==> src/shared/swbm_regs.svh <==
`ifndef SWBM_REGS_SVH
`define SWBM_REGS_SVH

// Register byte offsets
`define SWBM_A_CFG 8'h00
`define SWBM_A_DIV 8'h04
`define SWBM_A_CTRL 8'h08
`define SWBM_A_DATA 8'h0c
`define SWBM_A_FLAG 8'h10
`define SWBM_A_FEN 8'h14

// Configuration fields
`define SWBM_CFG_LONG 0
`define SWBM_CFG_BB 1
`define SWBM_CFG_EXTPU 2
`define SWBM_CFG_SPU 3
`define SWBM_CFG_BIT 4
`define SWBM_CFG_OD 5
`define SWBM_CFG_INTPU 6
`define SWBM_CFG_RST 7'h00

// Control and status fields
`define SWBM_CTL_RST 0
`define SWBM_CTL_SRA 1
`define SWBM_CTL_BBOUT 2
`define SWBM_CTL_PRES 3
`define SWBM_CTL_LINE 4
`define SWBM_CTL_BUSY 5

// Event flag fields
`define SWBM_FL_RDONE 0
`define SWBM_FL_TXD 1
`define SWBM_FL_RXR 2
`define SWBM_FL_ERR 3
`define SWBM_FL_PRES 4

// Peripheral clock 100 MHz, divided to the 1 MHz tick
`define SWBM_DIV_RST 8'h64

// Bus timing in microseconds, standard and overdrive
`define SWBM_TICK_PER_US 1
`define SWBM_US_RST_LOW_STD 480
`define SWBM_US_RST_SAMP_STD 550
`define SWBM_US_RST_END_STD 960
`define SWBM_US_LOW_STD 6
`define SWBM_US_LL_LOW_STD 8
`define SWBM_US_SAMP_STD 15
`define SWBM_US_LL_SAMP_STD 22
`define SWBM_US_ZERO_STD 60
`define SWBM_US_SLOT_STD 65
`define SWBM_US_RST_LOW_OD 48
`define SWBM_US_RST_SAMP_OD 56
`define SWBM_US_RST_END_OD 96
`define SWBM_US_LOW_OD 1
`define SWBM_US_LL_LOW_OD 2
`define SWBM_US_SAMP_OD 2
`define SWBM_US_LL_SAMP_OD 3
`define SWBM_US_ZERO_OD 8
`define SWBM_US_SLOT_OD 10

// Microseconds to tick counts
`define SWBM_CNT(us) (10'((us) * `SWBM_TICK_PER_US))

`endif

==> src/shared/swbm_pkg.sv <==
package swbm_pkg;

  typedef enum logic [1:0] {
    ST_IDLE,
    ST_RST,
    ST_SLOT
  } swbm_state_t;

  typedef logic [9:0] swbm_us_t;

endpackage : swbm_pkg

==> src/shared/swbm_core_if.sv <==
`timescale 1ns/100ps
interface swbm_core_if;
  logic [7:0] divisor;
  logic tick;
  logic line;

  modport div (input divisor, output tick);
  modport syn (output line);
  modport core (output divisor, input tick, input line);
endinterface : swbm_core_if

==> src/logic/swbm_tick_div.sv <==
`timescale 1ns/100ps
module swbm_tick_div (
  // Clock and reset
  input wire logic clk_i,
  input wire logic rst_i,
  // Divisor in, tick out
  swbm_core_if.div cif
);

  logic pclk_en;
  logic [7:0] cnt;

  // Peripheral clock rate is half the system clock
  always_ff @(posedge clk_i) begin
    if (rst_i) begin
      pclk_en <= 1'b0;
    end else begin
      pclk_en <= ~pclk_en;
    end
  end

  // Divisor zero behaves as one
  always_ff @(posedge clk_i) begin
    if (rst_i) begin
      cnt <= 8'h00;
      cif.tick <= 1'b0;
    end else begin
      cif.tick <= 1'b0;
      if (pclk_en) begin
        if (cnt + 8'h01 >= cif.divisor) begin
          cnt <= 8'h00;
          cif.tick <= 1'b1;
        end else begin
          cnt <= cnt + 8'h01;
        end
      end
    end
  end

endmodule : swbm_tick_div

==> src/logic/swbm_line_sync.sv <==
`timescale 1ns/100ps
module swbm_line_sync (
  // Clock and reset
  input wire logic clk_i,
  input wire logic rst_i,
  // Raw pin and synchronised level
  input wire logic pin_i,
  swbm_core_if.syn cif
);

  logic meta;

  // Idle bus reads high
  always_ff @(posedge clk_i) begin
    if (rst_i) begin
      meta <= 1'b1;
      cif.line <= 1'b1;
    end else begin
      meta <= pin_i;
      cif.line <= meta;
    end
  end

endmodule : swbm_line_sync

==> src/logic/swbm_master.sv <==
`timescale 1ns/100ps
`include "swbm_regs.svh"
// How it works
// - All slot and pulse timing counts a 1 MHz tick prescaled from the clock.
// - Tick is half the system clock divided by the microsecond divisor field.
// - One tick serves both speeds; no divisor change when switching.
// - Hardware times every slot in standard and overdrive mode.
// - Internal pullup enable bit drives the on-chip pullup output.
// - External pullup mode lets the master drive the pullup enable output.
// - Pullup enable output is active high for the strong external pullup.
// - Master sends a reset pulse and samples for a presence pulse.
// - Read and write slots run for one bit or a whole byte.
// - Search accelerator runs read, read, write triplets and flags discrepancies.
// - Flags for transmit done, receive ready, presence and line error.
// - Long-line timing and bit-bang direct drive modes exist.
// - Nobody drives the line high; only low or released.
// - Line is open drain and idles high through a pullup.
// - Only the master starts any bus activity.
// - Values go least significant bit first, one direction at a time.
// - Write one releases after minimum low; zero holds for the zero-low time (60 of 65 us, 8 of 10 in overdrive), then releases before slot end.
// - Slot widths follow the overdrive bit with the same sequencing.
module swbm_master (
  // Clock and reset
  input wire logic SYS_CLK_I,
  input wire logic RESET_I,
  // APB slave
  input wire logic PSEL_I,
  input wire logic PENABLE_I,
  input wire logic PWRITE_I,
  input wire logic [7:0] PADDR_I,
  input wire logic [31:0] PWDATA_I,
  output logic [31:0] PRDATA_O,
  output logic PREADY_O,
  output logic PSLVERR_O,
  // Bus line pin
  input wire logic BUS_LINE_IO_I,
  output logic BUS_LINE_IO_O,
  output logic BUS_LINE_IO_OE_O,
  // Pullup controls
  output logic STRONG_PULLUP_ENABLE_OUT_O,
  output logic INT_PULLUP_EN_O,
  // Event output
  output logic IRQ_O
);

  swbm_core_if cif ();

  swbm_tick_div u_div (
    .clk_i(SYS_CLK_I),
    .rst_i(RESET_I),
    .cif(cif.div)
  );

  swbm_line_sync u_sync (
    .clk_i(SYS_CLK_I),
    .rst_i(RESET_I),
    .pin_i(BUS_LINE_IO_I),
    .cif(cif.syn)
  );

  logic [6:0] cfg;
  logic [7:0] div;
  logic sra_en;
  logic bb_out;
  logic [4:0] flag;
  logic [4:0] fen;
  logic [7:0] rx_data;
  logic presence;
  swbm_pkg::swbm_state_t state;
  swbm_pkg::swbm_us_t cnt;
  logic [3:0] slots;
  logic [7:0] sh;
  logic [7:0] rx_sh;
  logic [7:0] sra_res;
  logic [1:0] ph;
  logic id_a;
  logic id_b;
  logic sra_run;
  logic bit_run;
  swbm_pkg::swbm_us_t t_low;
  swbm_pkg::swbm_us_t t_samp;
  swbm_pkg::swbm_us_t t_zero;
  swbm_pkg::swbm_us_t t_slot;
  swbm_pkg::swbm_us_t t_rl;
  swbm_pkg::swbm_us_t t_rs;
  swbm_pkg::swbm_us_t t_re;
  logic next_drive;
  logic [31:0] next_rdata;
  logic [7:0] next_sra;

  wire tick = cif.tick;
  wire line = cif.line;
  wire od = cfg[`SWBM_CFG_OD];
  wire ll = cfg[`SWBM_CFG_LONG];
  wire bb = cfg[`SWBM_CFG_BB];
  wire idle = state == swbm_pkg::ST_IDLE;

  assign cif.divisor = div;

  // APB decode, zero wait states
  wire wr = PSEL_I & PENABLE_I & PWRITE_I;
  wire a_cfg = PADDR_I == `SWBM_A_CFG;
  wire a_div = PADDR_I == `SWBM_A_DIV;
  wire a_ctrl = PADDR_I == `SWBM_A_CTRL;
  wire a_data = PADDR_I == `SWBM_A_DATA;
  wire a_flag = PADDR_I == `SWBM_A_FLAG;
  wire a_fen = PADDR_I == `SWBM_A_FEN;
  wire mapped = a_cfg | a_div | a_ctrl | a_data | a_flag | a_fen;

  assign PREADY_O = 1'b1;
  assign PSLVERR_O = PSEL_I & PENABLE_I & ~mapped;

  // Starts are refused while busy or in bit-bang mode
  wire start_rst = wr & a_ctrl & PWDATA_I[`SWBM_CTL_RST] & idle & ~bb;
  wire start_tx = wr & a_data & idle & ~bb;

  // Speed and line-length dependent widths from one tick
  always_comb begin
    if (od) begin
      t_low = ll ? `SWBM_CNT(`SWBM_US_LL_LOW_OD) : `SWBM_CNT(`SWBM_US_LOW_OD);
      t_samp = ll ? `SWBM_CNT(`SWBM_US_LL_SAMP_OD) : `SWBM_CNT(`SWBM_US_SAMP_OD);
      t_zero = `SWBM_CNT(`SWBM_US_ZERO_OD);
      t_slot = `SWBM_CNT(`SWBM_US_SLOT_OD);
      t_rl = `SWBM_CNT(`SWBM_US_RST_LOW_OD);
      t_rs = `SWBM_CNT(`SWBM_US_RST_SAMP_OD);
      t_re = `SWBM_CNT(`SWBM_US_RST_END_OD);
    end else begin
      t_low = ll ? `SWBM_CNT(`SWBM_US_LL_LOW_STD) : `SWBM_CNT(`SWBM_US_LOW_STD);
      t_samp = ll ? `SWBM_CNT(`SWBM_US_LL_SAMP_STD) : `SWBM_CNT(`SWBM_US_SAMP_STD);
      t_zero = `SWBM_CNT(`SWBM_US_ZERO_STD);
      t_slot = `SWBM_CNT(`SWBM_US_SLOT_STD);
      t_rl = `SWBM_CNT(`SWBM_US_RST_LOW_STD);
      t_rs = `SWBM_CNT(`SWBM_US_RST_SAMP_STD);
      t_re = `SWBM_CNT(`SWBM_US_RST_END_STD);
    end
  end

  wire slot_end = (state == swbm_pkg::ST_SLOT) & tick & (cnt == t_slot - 10'h001);
  wire samp_now = (state == swbm_pkg::ST_SLOT) & tick & (cnt == t_samp);
  wire rst_samp = (state == swbm_pkg::ST_RST) & tick & (cnt == t_rs);
  wire rst_end = (state == swbm_pkg::ST_RST) & tick & (cnt == t_re - 10'h001);
  wire last_slot = slots == 4'h1;

  // Search choice: follow the only answer, else the software direction
  wire dir = (id_a ^ id_b) ? id_a : sh[0];
  wire disc = ~id_a & ~id_b;
  wire wbit = sra_run ? ((ph == 2'h2) ? dir : 1'b1) : sh[0];
  assign next_sra = {disc, sra_res[7:5], dir, sra_res[3:1]};

  // Configuration and divisor
  always_ff @(posedge SYS_CLK_I) begin
    if (RESET_I) begin
      cfg <= `SWBM_CFG_RST;
      div <= `SWBM_DIV_RST;
    end else if (wr & a_cfg) begin
      cfg <= PWDATA_I[6:0];
    end else if (wr & a_div) begin
      div <= PWDATA_I[7:0];
    end
  end

  // Control bits and flag enables
  always_ff @(posedge SYS_CLK_I) begin
    if (RESET_I) begin
      sra_en <= 1'b0;
      bb_out <= 1'b1;
      fen <= 5'h00;
    end else begin
      if (wr & a_ctrl) begin
        sra_en <= PWDATA_I[`SWBM_CTL_SRA];
        bb_out <= PWDATA_I[`SWBM_CTL_BBOUT];
      end
      if (wr & a_fen) begin
        fen <= PWDATA_I[4:0];
      end
    end
  end

  // Sequencer
  always_ff @(posedge SYS_CLK_I) begin
    if (RESET_I) begin
      state <= swbm_pkg::ST_IDLE;
    end else begin
      case (state)
        swbm_pkg::ST_IDLE: begin
          if (start_rst) begin
            state <= swbm_pkg::ST_RST;
          end else if (start_tx) begin
            state <= swbm_pkg::ST_SLOT;
          end
        end
        swbm_pkg::ST_RST: begin
          if (rst_end) begin
            state <= swbm_pkg::ST_IDLE;
          end
        end
        swbm_pkg::ST_SLOT: begin
          if (slot_end & last_slot) begin
            state <= swbm_pkg::ST_IDLE;
          end
        end
        default: begin
          state <= swbm_pkg::ST_IDLE;
        end
      endcase
    end
  end

  // Microsecond counter within a pulse or slot
  always_ff @(posedge SYS_CLK_I) begin
    if (RESET_I) begin
      cnt <= 10'h000;
    end else if (idle | slot_end | rst_end) begin
      cnt <= 10'h000;
    end else if (tick) begin
      cnt <= cnt + 10'h001;
    end
  end

  // Slot count and transmit shifter, low bit first
  always_ff @(posedge SYS_CLK_I) begin
    if (RESET_I) begin
      slots <= 4'h0;
      sh <= 8'h00;
      ph <= 2'h0;
      sra_run <= 1'b0;
      bit_run <= 1'b0;
    end else if (start_tx) begin
      sra_run <= sra_en;
      bit_run <= cfg[`SWBM_CFG_BIT] & ~sra_en;
      slots <= sra_en ? 4'hc : (cfg[`SWBM_CFG_BIT] ? 4'h1 : 4'h8);
      sh <= PWDATA_I[7:0];
      ph <= 2'h0;
    end else if (slot_end) begin
      slots <= slots - 4'h1;
      if (!sra_run) begin
        sh <= {1'b0, sh[7:1]};
      end else if (ph == 2'h2) begin
        ph <= 2'h0;
        sh <= {1'b0, sh[7:1]};
      end else begin
        ph <= ph + 2'h1;
      end
    end
  end

  // Line sampling and received data
  always_ff @(posedge SYS_CLK_I) begin
    if (RESET_I) begin
      id_a <= 1'b0;
      id_b <= 1'b0;
      rx_sh <= 8'h00;
      sra_res <= 8'h00;
      rx_data <= 8'h00;
    end else begin
      if (samp_now) begin
        if (!sra_run) begin
          rx_sh <= {line, rx_sh[7:1]};
        end else if (ph == 2'h0) begin
          id_a <= line;
        end else if (ph == 2'h1) begin
          id_b <= line;
        end
      end
      if (slot_end & sra_run & (ph == 2'h2)) begin
        sra_res <= next_sra;
      end
      if (slot_end & last_slot) begin
        if (sra_run) begin
          rx_data <= next_sra;
        end else if (bit_run) begin
          rx_data <= {7'h00, rx_sh[7]};
        end else begin
          rx_data <= rx_sh;
        end
      end
    end
  end

  // Presence is the line low at the sample point after reset
  always_ff @(posedge SYS_CLK_I) begin
    if (RESET_I) begin
      presence <= 1'b0;
    end else if (start_rst) begin
      presence <= 1'b0;
    end else if (rst_samp) begin
      presence <= ~line;
    end
  end

  // Sticky event flags; a new event beats a clear in the same cycle
  wire [4:0] ev;
  assign ev[`SWBM_FL_RDONE] = rst_end;
  assign ev[`SWBM_FL_TXD] = slot_end & last_slot;
  assign ev[`SWBM_FL_RXR] = slot_end & last_slot;
  assign ev[`SWBM_FL_ERR] = idle & ~bb & tick & ~line;
  assign ev[`SWBM_FL_PRES] = rst_end & presence;

  always_ff @(posedge SYS_CLK_I) begin
    if (RESET_I) begin
      flag <= 5'h00;
    end else begin
      flag <= (flag & ~((wr & a_flag) ? PWDATA_I[4:0] : 5'h00)) | ev;
    end
  end

  // Line drive: low or released only
  always_comb begin
    case (state)
      swbm_pkg::ST_IDLE: next_drive = bb & ~bb_out;
      swbm_pkg::ST_RST: next_drive = cnt < t_rl;
      swbm_pkg::ST_SLOT: next_drive = (cnt < t_low) | (~wbit & (cnt < t_zero));
      default: next_drive = 1'b0;
    endcase
  end

  assign BUS_LINE_IO_O = 1'b0;

  always_ff @(posedge SYS_CLK_I) begin
    if (RESET_I) begin
      BUS_LINE_IO_OE_O <= 1'b0;
      STRONG_PULLUP_ENABLE_OUT_O <= 1'b0;
      INT_PULLUP_EN_O <= 1'b0;
      IRQ_O <= 1'b0;
    end else begin
      BUS_LINE_IO_OE_O <= next_drive;
      STRONG_PULLUP_ENABLE_OUT_O <= cfg[`SWBM_CFG_EXTPU] & cfg[`SWBM_CFG_SPU] & ~next_drive;
      INT_PULLUP_EN_O <= cfg[`SWBM_CFG_INTPU];
      IRQ_O <= |(flag & fen);
    end
  end

  // Read data captured in the setup phase
  always_comb begin
    next_rdata = 32'h0000_0000;
    case (1'b1)
      a_cfg: next_rdata[6:0] = cfg;
      a_div: next_rdata[7:0] = div;
      a_ctrl: next_rdata[5:0] = {~idle, line, presence, bb_out, sra_en, 1'b0};
      a_data: next_rdata[7:0] = rx_data;
      a_flag: next_rdata[4:0] = flag;
      a_fen: next_rdata[4:0] = fen;
      default: next_rdata = 32'h0000_0000;
    endcase
  end

  always_ff @(posedge SYS_CLK_I) begin
    if (RESET_I) begin
      PRDATA_O <= 32'h0000_0000;
    end else if (PSEL_I & ~PENABLE_I) begin
      PRDATA_O <= next_rdata;
    end
  end

  // Checks
  wire may_drive = ~idle | bb;
endmodule : swbm_master

==> config.mk <==
export PLATFORM = sky130hd
export DESIGN_NAME = swbm_master
export DESIGN_NICKNAME = d
export VERILOG_FILES = /design/src/shared/swbm_pkg.sv /design/src/shared/swbm_core_if.sv /design/src/logic/swbm_tick_div.sv /design/src/logic/swbm_line_sync.sv /design/src/logic/swbm_master.sv
export VERILOG_INCLUDE_DIRS = /design/src /design/src/shared
export SDC_FILE = /design/constraint.sdc
export NUM_CORES = 1
export LEC_CHECK = 0
export BUFFER_PORTS_ARGS = -buffer_cell sky130_fd_sc_hd__buf_2
export CAP_MARGIN = 40
export CORE_MARGIN = 5
export CORE_UTILIZATION = 40
export CTS_BUF_LIST = sky130_fd_sc_hd__clkbuf_2 sky130_fd_sc_hd__clkbuf_4 sky130_fd_sc_hd__clkbuf_8
export CTS_CLUSTER_SIZE = 25
export DETAILED_ROUTE_END_ITERATION = 10
export HOLD_SLACK_MARGIN = 0.06
export PLACE_DENSITY = 0.69
export SLEW_MARGIN = 20
export SYNTH_ARGS = -nofsm -noshare
export SYNTH_HDL_FRONTEND = slang
export SYNTH_HIERARCHICAL = 1
export SYNTH_SLANG_ARGS = --single-unit
==> constraint.sdc <==
create_clock -name SYS_CLK_I -period 5.6 [get_ports SYS_CLK_I]
set_clock_uncertainty 0.05 [all_clocks]
set_input_delay 1.4 -clock SYS_CLK_I [delete_from_list [all_inputs] [get_ports SYS_CLK_I]]
set_output_delay 1.4 -clock SYS_CLK_I [all_outputs]
set_load 0.02 [all_outputs]
Word level (Yosys, flattened, before mapping). Cells that the tools add are included.

Bitwise gates (word level): 62. $lt $le $gt $ge: 4. Multipliers: 0. Div/mod/pow operators: 0. Eq/ne operators: 18. Reduce and logical (&&, ||, !) cells: 16. Add/subtract/negate cells: 6. Shift operators: 0. Mux-type cells: 52.

Operator list (count): 8-bit 2-to-1 mux (7); 5-bit 2-to-1 mux (9); 10-bit == test (4); 1-bit bitwise AND (34); 10-bit less-than comparator (3); 4-bit 2-to-1 mux (6); 10-bit 2-to-1 mux (2); 10-bit by 1-bit subtractor with 10-bit output, second input constant (2); 1-bit 2-to-1 mux (17); 8-bit by 4-bit == test with 1-bit output, second input constant (2); 8-bit by 5-bit == test with 1-bit output, second input constant (2); 1-bit NOT (15); 2-bit 2-to-1 mux (6); 10-bit by 1-bit adder with 10-bit output, second input constant (1); 5-bit bitwise AND (2); 9-bit 2-to-1 mux (1); 8-bit by 1-bit adder with 8-bit output, second input constant (1); 8-bit by 3-bit == test with 1-bit output, second input constant (1); 8-bit greater-or-equal comparator (1); 8-bit zero test (1); 1-bit bitwise OR (8); 2-bit AND reduction (4); 2-bit OR reduction (4); 7-bit 2-to-1 mux (1); 18 further kinds (24).

Register bits after elaboration: 106. Memory bits (read-only): 0. Latch bits: 0. Logic and storage cells: 187. Bits in writable memories: 0. Memories kept: 0.

Longest topological paths before layout.
Word-level depth: 10. Gate-level depth with buffers: 9. Depth with buffers taken out: 9.

Modules after synthesis. The synthesis kept the hierarchy.

Modules (own cells, without submodules): swbm_master (seq. area each 1841.8 um^2, cells an instance 562, instances 1, area each 4952.2 um^2); swbm_tick_div (seq. area each 200.2 um^2, cells an instance 72, instances 1, area each 683.2 um^2); swbm_line_sync (seq. area each 40.0 um^2, cells an instance 4, instances 1, area each 52.6 um^2).

Worst setup path after synthesis. No wires, ideal clock.

Path type: input to output. Start: in PADDR_I[4]. End: out PSLVERR_O. Required time: 4.150 ns. Arrival: 2.452 ns. Stages on the path: 4. Setup slack: 1.698 ns. Path through: clkbuf_1 -> clkbuf_1 -> nand2_1 -> a21oi_1.

Longest elaborated chain between the ends: 8. Elaborated cells between the ends (all ways): 13. Those cells by class: eq/ne (5); bitwise (7); reduce/logical (1).

RTL lines: start, declared (line swbm_master.sv:30) `input wire logic [7:0] PADDR_I,`; 8-bit by 3-bit == test with 1-bit output (no line) / 8-bit zero test (equally long branches); 1-bit bitwise OR (4 in a row) (line swbm_master.sv:108) `wire mapped = a_cfg | a_div | a_ctrl | a_data | a_flag | a_fen;`; 1-bit bitwise OR (*) (line swbm_master.sv:108); 1-bit NOT (*) (line swbm_master.sv:111) `assign PSLVERR_O = PSEL_I & PENABLE_I & ~mapped;`; 1-bit bitwise AND (*) (line swbm_master.sv:111); end, declared (line swbm_master.sv:34) `output logic PSLVERR_O,`.

Every way passes the cells marked *; elsewhere a longest branch is shown, timed or not.

Final worst setup path.
Start: in PADDR_I[1]. End: out PSLVERR_O.

Same word-level chain as after synthesis.

==> flow_summary_export.csv <==
group,metric,value,unit
status,status,"complete, no violations",
setup_path,cp.required,4150,ps
setup_path,cp-end-kind,"primary output",
route,drt_iter0_drc,308,
setup_path,critPathLaunch,"PADDR_I[1]",
timing,slew_viol_final,0,
logic_synthesis,synth_area,5690,sq um
global_routing,grtUsageMet2,25.0,%
placed_design,placement.cell_area,5830,sq um
route,route.detailed.drc,0,
die,core,13900,sq um
clocking,cts_root_buf,"clkbuf_8",
die,ios,85,
final_layout,antennaDiodeCount,0,
clocking,post_cts_buffers,0,
route,dr_total_vias,4558,
logic_synthesis,netlist.area_leader.share,36.6,%
placed_design,numPortBuffers,34,
timing,tightest_slew,750,ps
logic_synthesis,yosys_warnings,6,
die,die-area,16700,sq um
timing,clock.fmax,0.250,GHz
global_routing,grt_antenna_before_repair,0,
setup_path,crit_chain,"buf_2 -> or4_4 -> nor2_1 -> a21oi_1 -> buf_2",
logic_synthesis,synth_cell_types,77,
hold_path,hold_class,"reg2reg",
power_and_ir_drop,p_per_area,218,nW/um^2
setup_path,r2r-start,"cfg[5]",
final_layout,finalNetCount,724,
setup_path,cp_slowest_cell,"or4_4",
route,firstDrtPassIters,5,
setup_path,critPathLaunchType,"input port",
timing,setup_viol,0,
setup_path,path_class,"in2out",
final_layout,fin_area,6090,sq um
final_layout,final_common_cell,"dfxtp_1",
logic_synthesis,avgSynthCellArea,8.92,sq um
logic_synthesis,synth-edff-count,0,
global_routing,grt-busiest-layer,"met2",
setup_path,setup.worst_path.end,"PSLVERR_O",
route,ant_nets,0,
setup_path,r2r_setup_slack,2890,ps
clocking,cts_buffers,9,
clocking,cts.sinks,104,
global_routing,use_met3,3.87,%
die,die_height,129,um
power_and_ir_drop,max-vdd-ir-drop,0.226,mV
timing,rsz0062_at_grt,"no",
logic_synthesis,synth_area_leader_cell,"dfxtp_1",
setup_path,r2r-end,"rx_sh[2]",
timing,fin_tns_setup,0,ps
logic_synthesis,yosys-top-cells-area,"dfxtp_1, mux2i_1, ha_1",
final_layout,drive_above_1_share,13.2,%
clocking,cts_resized,0,
global_routing,grt_start_max_net_pins,47,
die,initial_core_util,40.8,%
logic_synthesis,synth_cells,638,
clocking,htreeDepth,3,
run,max_cap_viol_count,0,
clocking,insertion_delay,390,ps
logic_synthesis,async_reset_ff_share,0,%
clocking,clk_path_buf_depth,2,
logic_synthesis,synthFlopType,"dfxtp_1",
clocking,clk_pin_slew,100,ps
timing,period_needed,4000,ps
global_routing,grt_pass1_vias,4300,
placed_design,gp_congestion,0.890,
die,num_rows,43,
timing,hold_viol,0,
route,drt-vias-per-instance,5.45,
setup_path,reg2reg_depth,7,
final_layout,mostFrequentLayoutCells,"dfxtp_1, nor2_1, a21oi_1, mux2i_1, nand2_1",
clocking,cts_tree,"done",
timing,max_slew_margin,49.6,%
final_layout,syn_to_final_growth,7.15,%
setup_path,crit_path_max_fanout,5,
global_routing,grt_overflow,0,
route,wl_per_cell,15.4,um
setup_path,path_common_cell,"buf_2",
global_routing,grt_pass1_wl,21400,um
die,dieWidth,129,um
final_layout,final_util,43.7,%
setup_path,cp.arrival,2550,ps
route,wl,12900,um
logic_synthesis,ys_ff_latch,104,
placed_design,dp_hpwl,9580,um
clocking,hold_buffers,0,
setup_path,slowest_delay,580,ps
global_routing,grtUsageMet1,21.1,%
logic_synthesis,seq_area_frac_synth,36.6,%
global_routing,gr-usage-all-layers,15.9,%
power_and_ir_drop,cellLeakagePower,2.36,nW
power_and_ir_drop,totalPowerFinal,1.33,mW
timing,fin_crit_sh,71.4,%
worst max-delay path, delay by kind of cell:
kind | cells | cell delay, ps
AO/OA/AOI/OAI | 1 | 100
buffers and inverters | 2 | 260
AND/OR/NAND/NOR | 2 | 780
area by class of cell:
cell class                 instances  area (sq um)
clock buffer                       9           124
timing repair buffer              39           229
inverter                          28           105
tap                              180           225
sequential                       104          2080
clock inverter                     7          90.1
fill                            1360          7840
multi-input combinational        470          3240
routing by layer:
metal / vias to the layer above / wire length, um / part of all wire [%]
met4: 0 / 315 / 2.4
li1: 2219 / - / -
met2: 135 / 6110 / 47
met1: 2177 / 5780 / 45
met5: - / 0 / 0
met3: 27 / 690 / 5.4
sequential cells by signal (all words and copies together), names as in the netlist, 2 cells and up:
signal,flops
PRDATA_O,8
cif.divisor,8
sra_res,6
ph,2
rx_data,8
slots,4
sh,8
flag,5
cfg,7
fen,5
state,2
u_div/cnt,8
rx_sh,8
cnt,10
report_power, final:
part           internal (mW)  leakage, nW  switching [mW]  total (mW)
registers              0.742        0.839         0.00256       0.744
logic                 0.0234         1.42          0.0578      0.0812
clock network          0.217        0.106           0.285       0.502
total                  0.982         2.36           0.345        1.33
synthesized netlist by cell type (4+ instances only):
cell type	n
clkbuf_1	25
mux2i_1	39
a211o_1	5
inv_1	28
and3_1	10
nor2b_1	18
a21oi_1	40
a211oi_1	19
nand4_1	7
nand2b_1	5
nand3_1	26
nor3_1	6
a22o_1	6
mux2_2	4
nor2_1	74
buf_2	5
xnor2_1	11
o22ai_1	4
xor2_1	11
o21ai_0	4
ha_1	26
nor3b_1	13
o21ai_1	5
buf_4	26
nand2_1	38
dfxtp_1	104
nand3b_1	4
cells by family after synthesis:
family | count (synthesis) | synth area share, %
and+or+nand+nor | 240 | 24.0
AOI/OAI and AO/OA | 112 | 14.1
DFF | 104 | 36.6
buffers and inverters | 88 | 8.03
muxes | 44 | 8.05
adders and majority gates | 26 | 5.72
xor gates and xnor gates | 22 | 3.39
other | 2 | 0.132
per-stage QoR:
step | hold WS, ps | cells | worst slack, ps
floorplan | 335 | 662 | 1700
finish | 365 | 837 | 1600
detailed placement | 342 | 818 | 1610
CTS | 367 | 834 | 1610
global placement | 342 | 817 | 1630
global route | 390 | 837 | 1510
worst min path at each step:
stage	from	end	slack, ps	cells past startpoint
after floorplan	u_sync/meta	u_sync/cif.line	340	1
after global placement	u_sync/meta	u_sync/cif.line	340	1
after detailed placement	u_sync/meta	u_sync/cif.line	340	1
after CTS	u_sync/meta	u_sync/cif.line	370	1
after global routing	u_sync/meta	u_sync/cif.line	390	1
final	u_sync/meta	u_sync/cif.line	360	1
No activity file was read; power rests on OpenSTA's default activity.
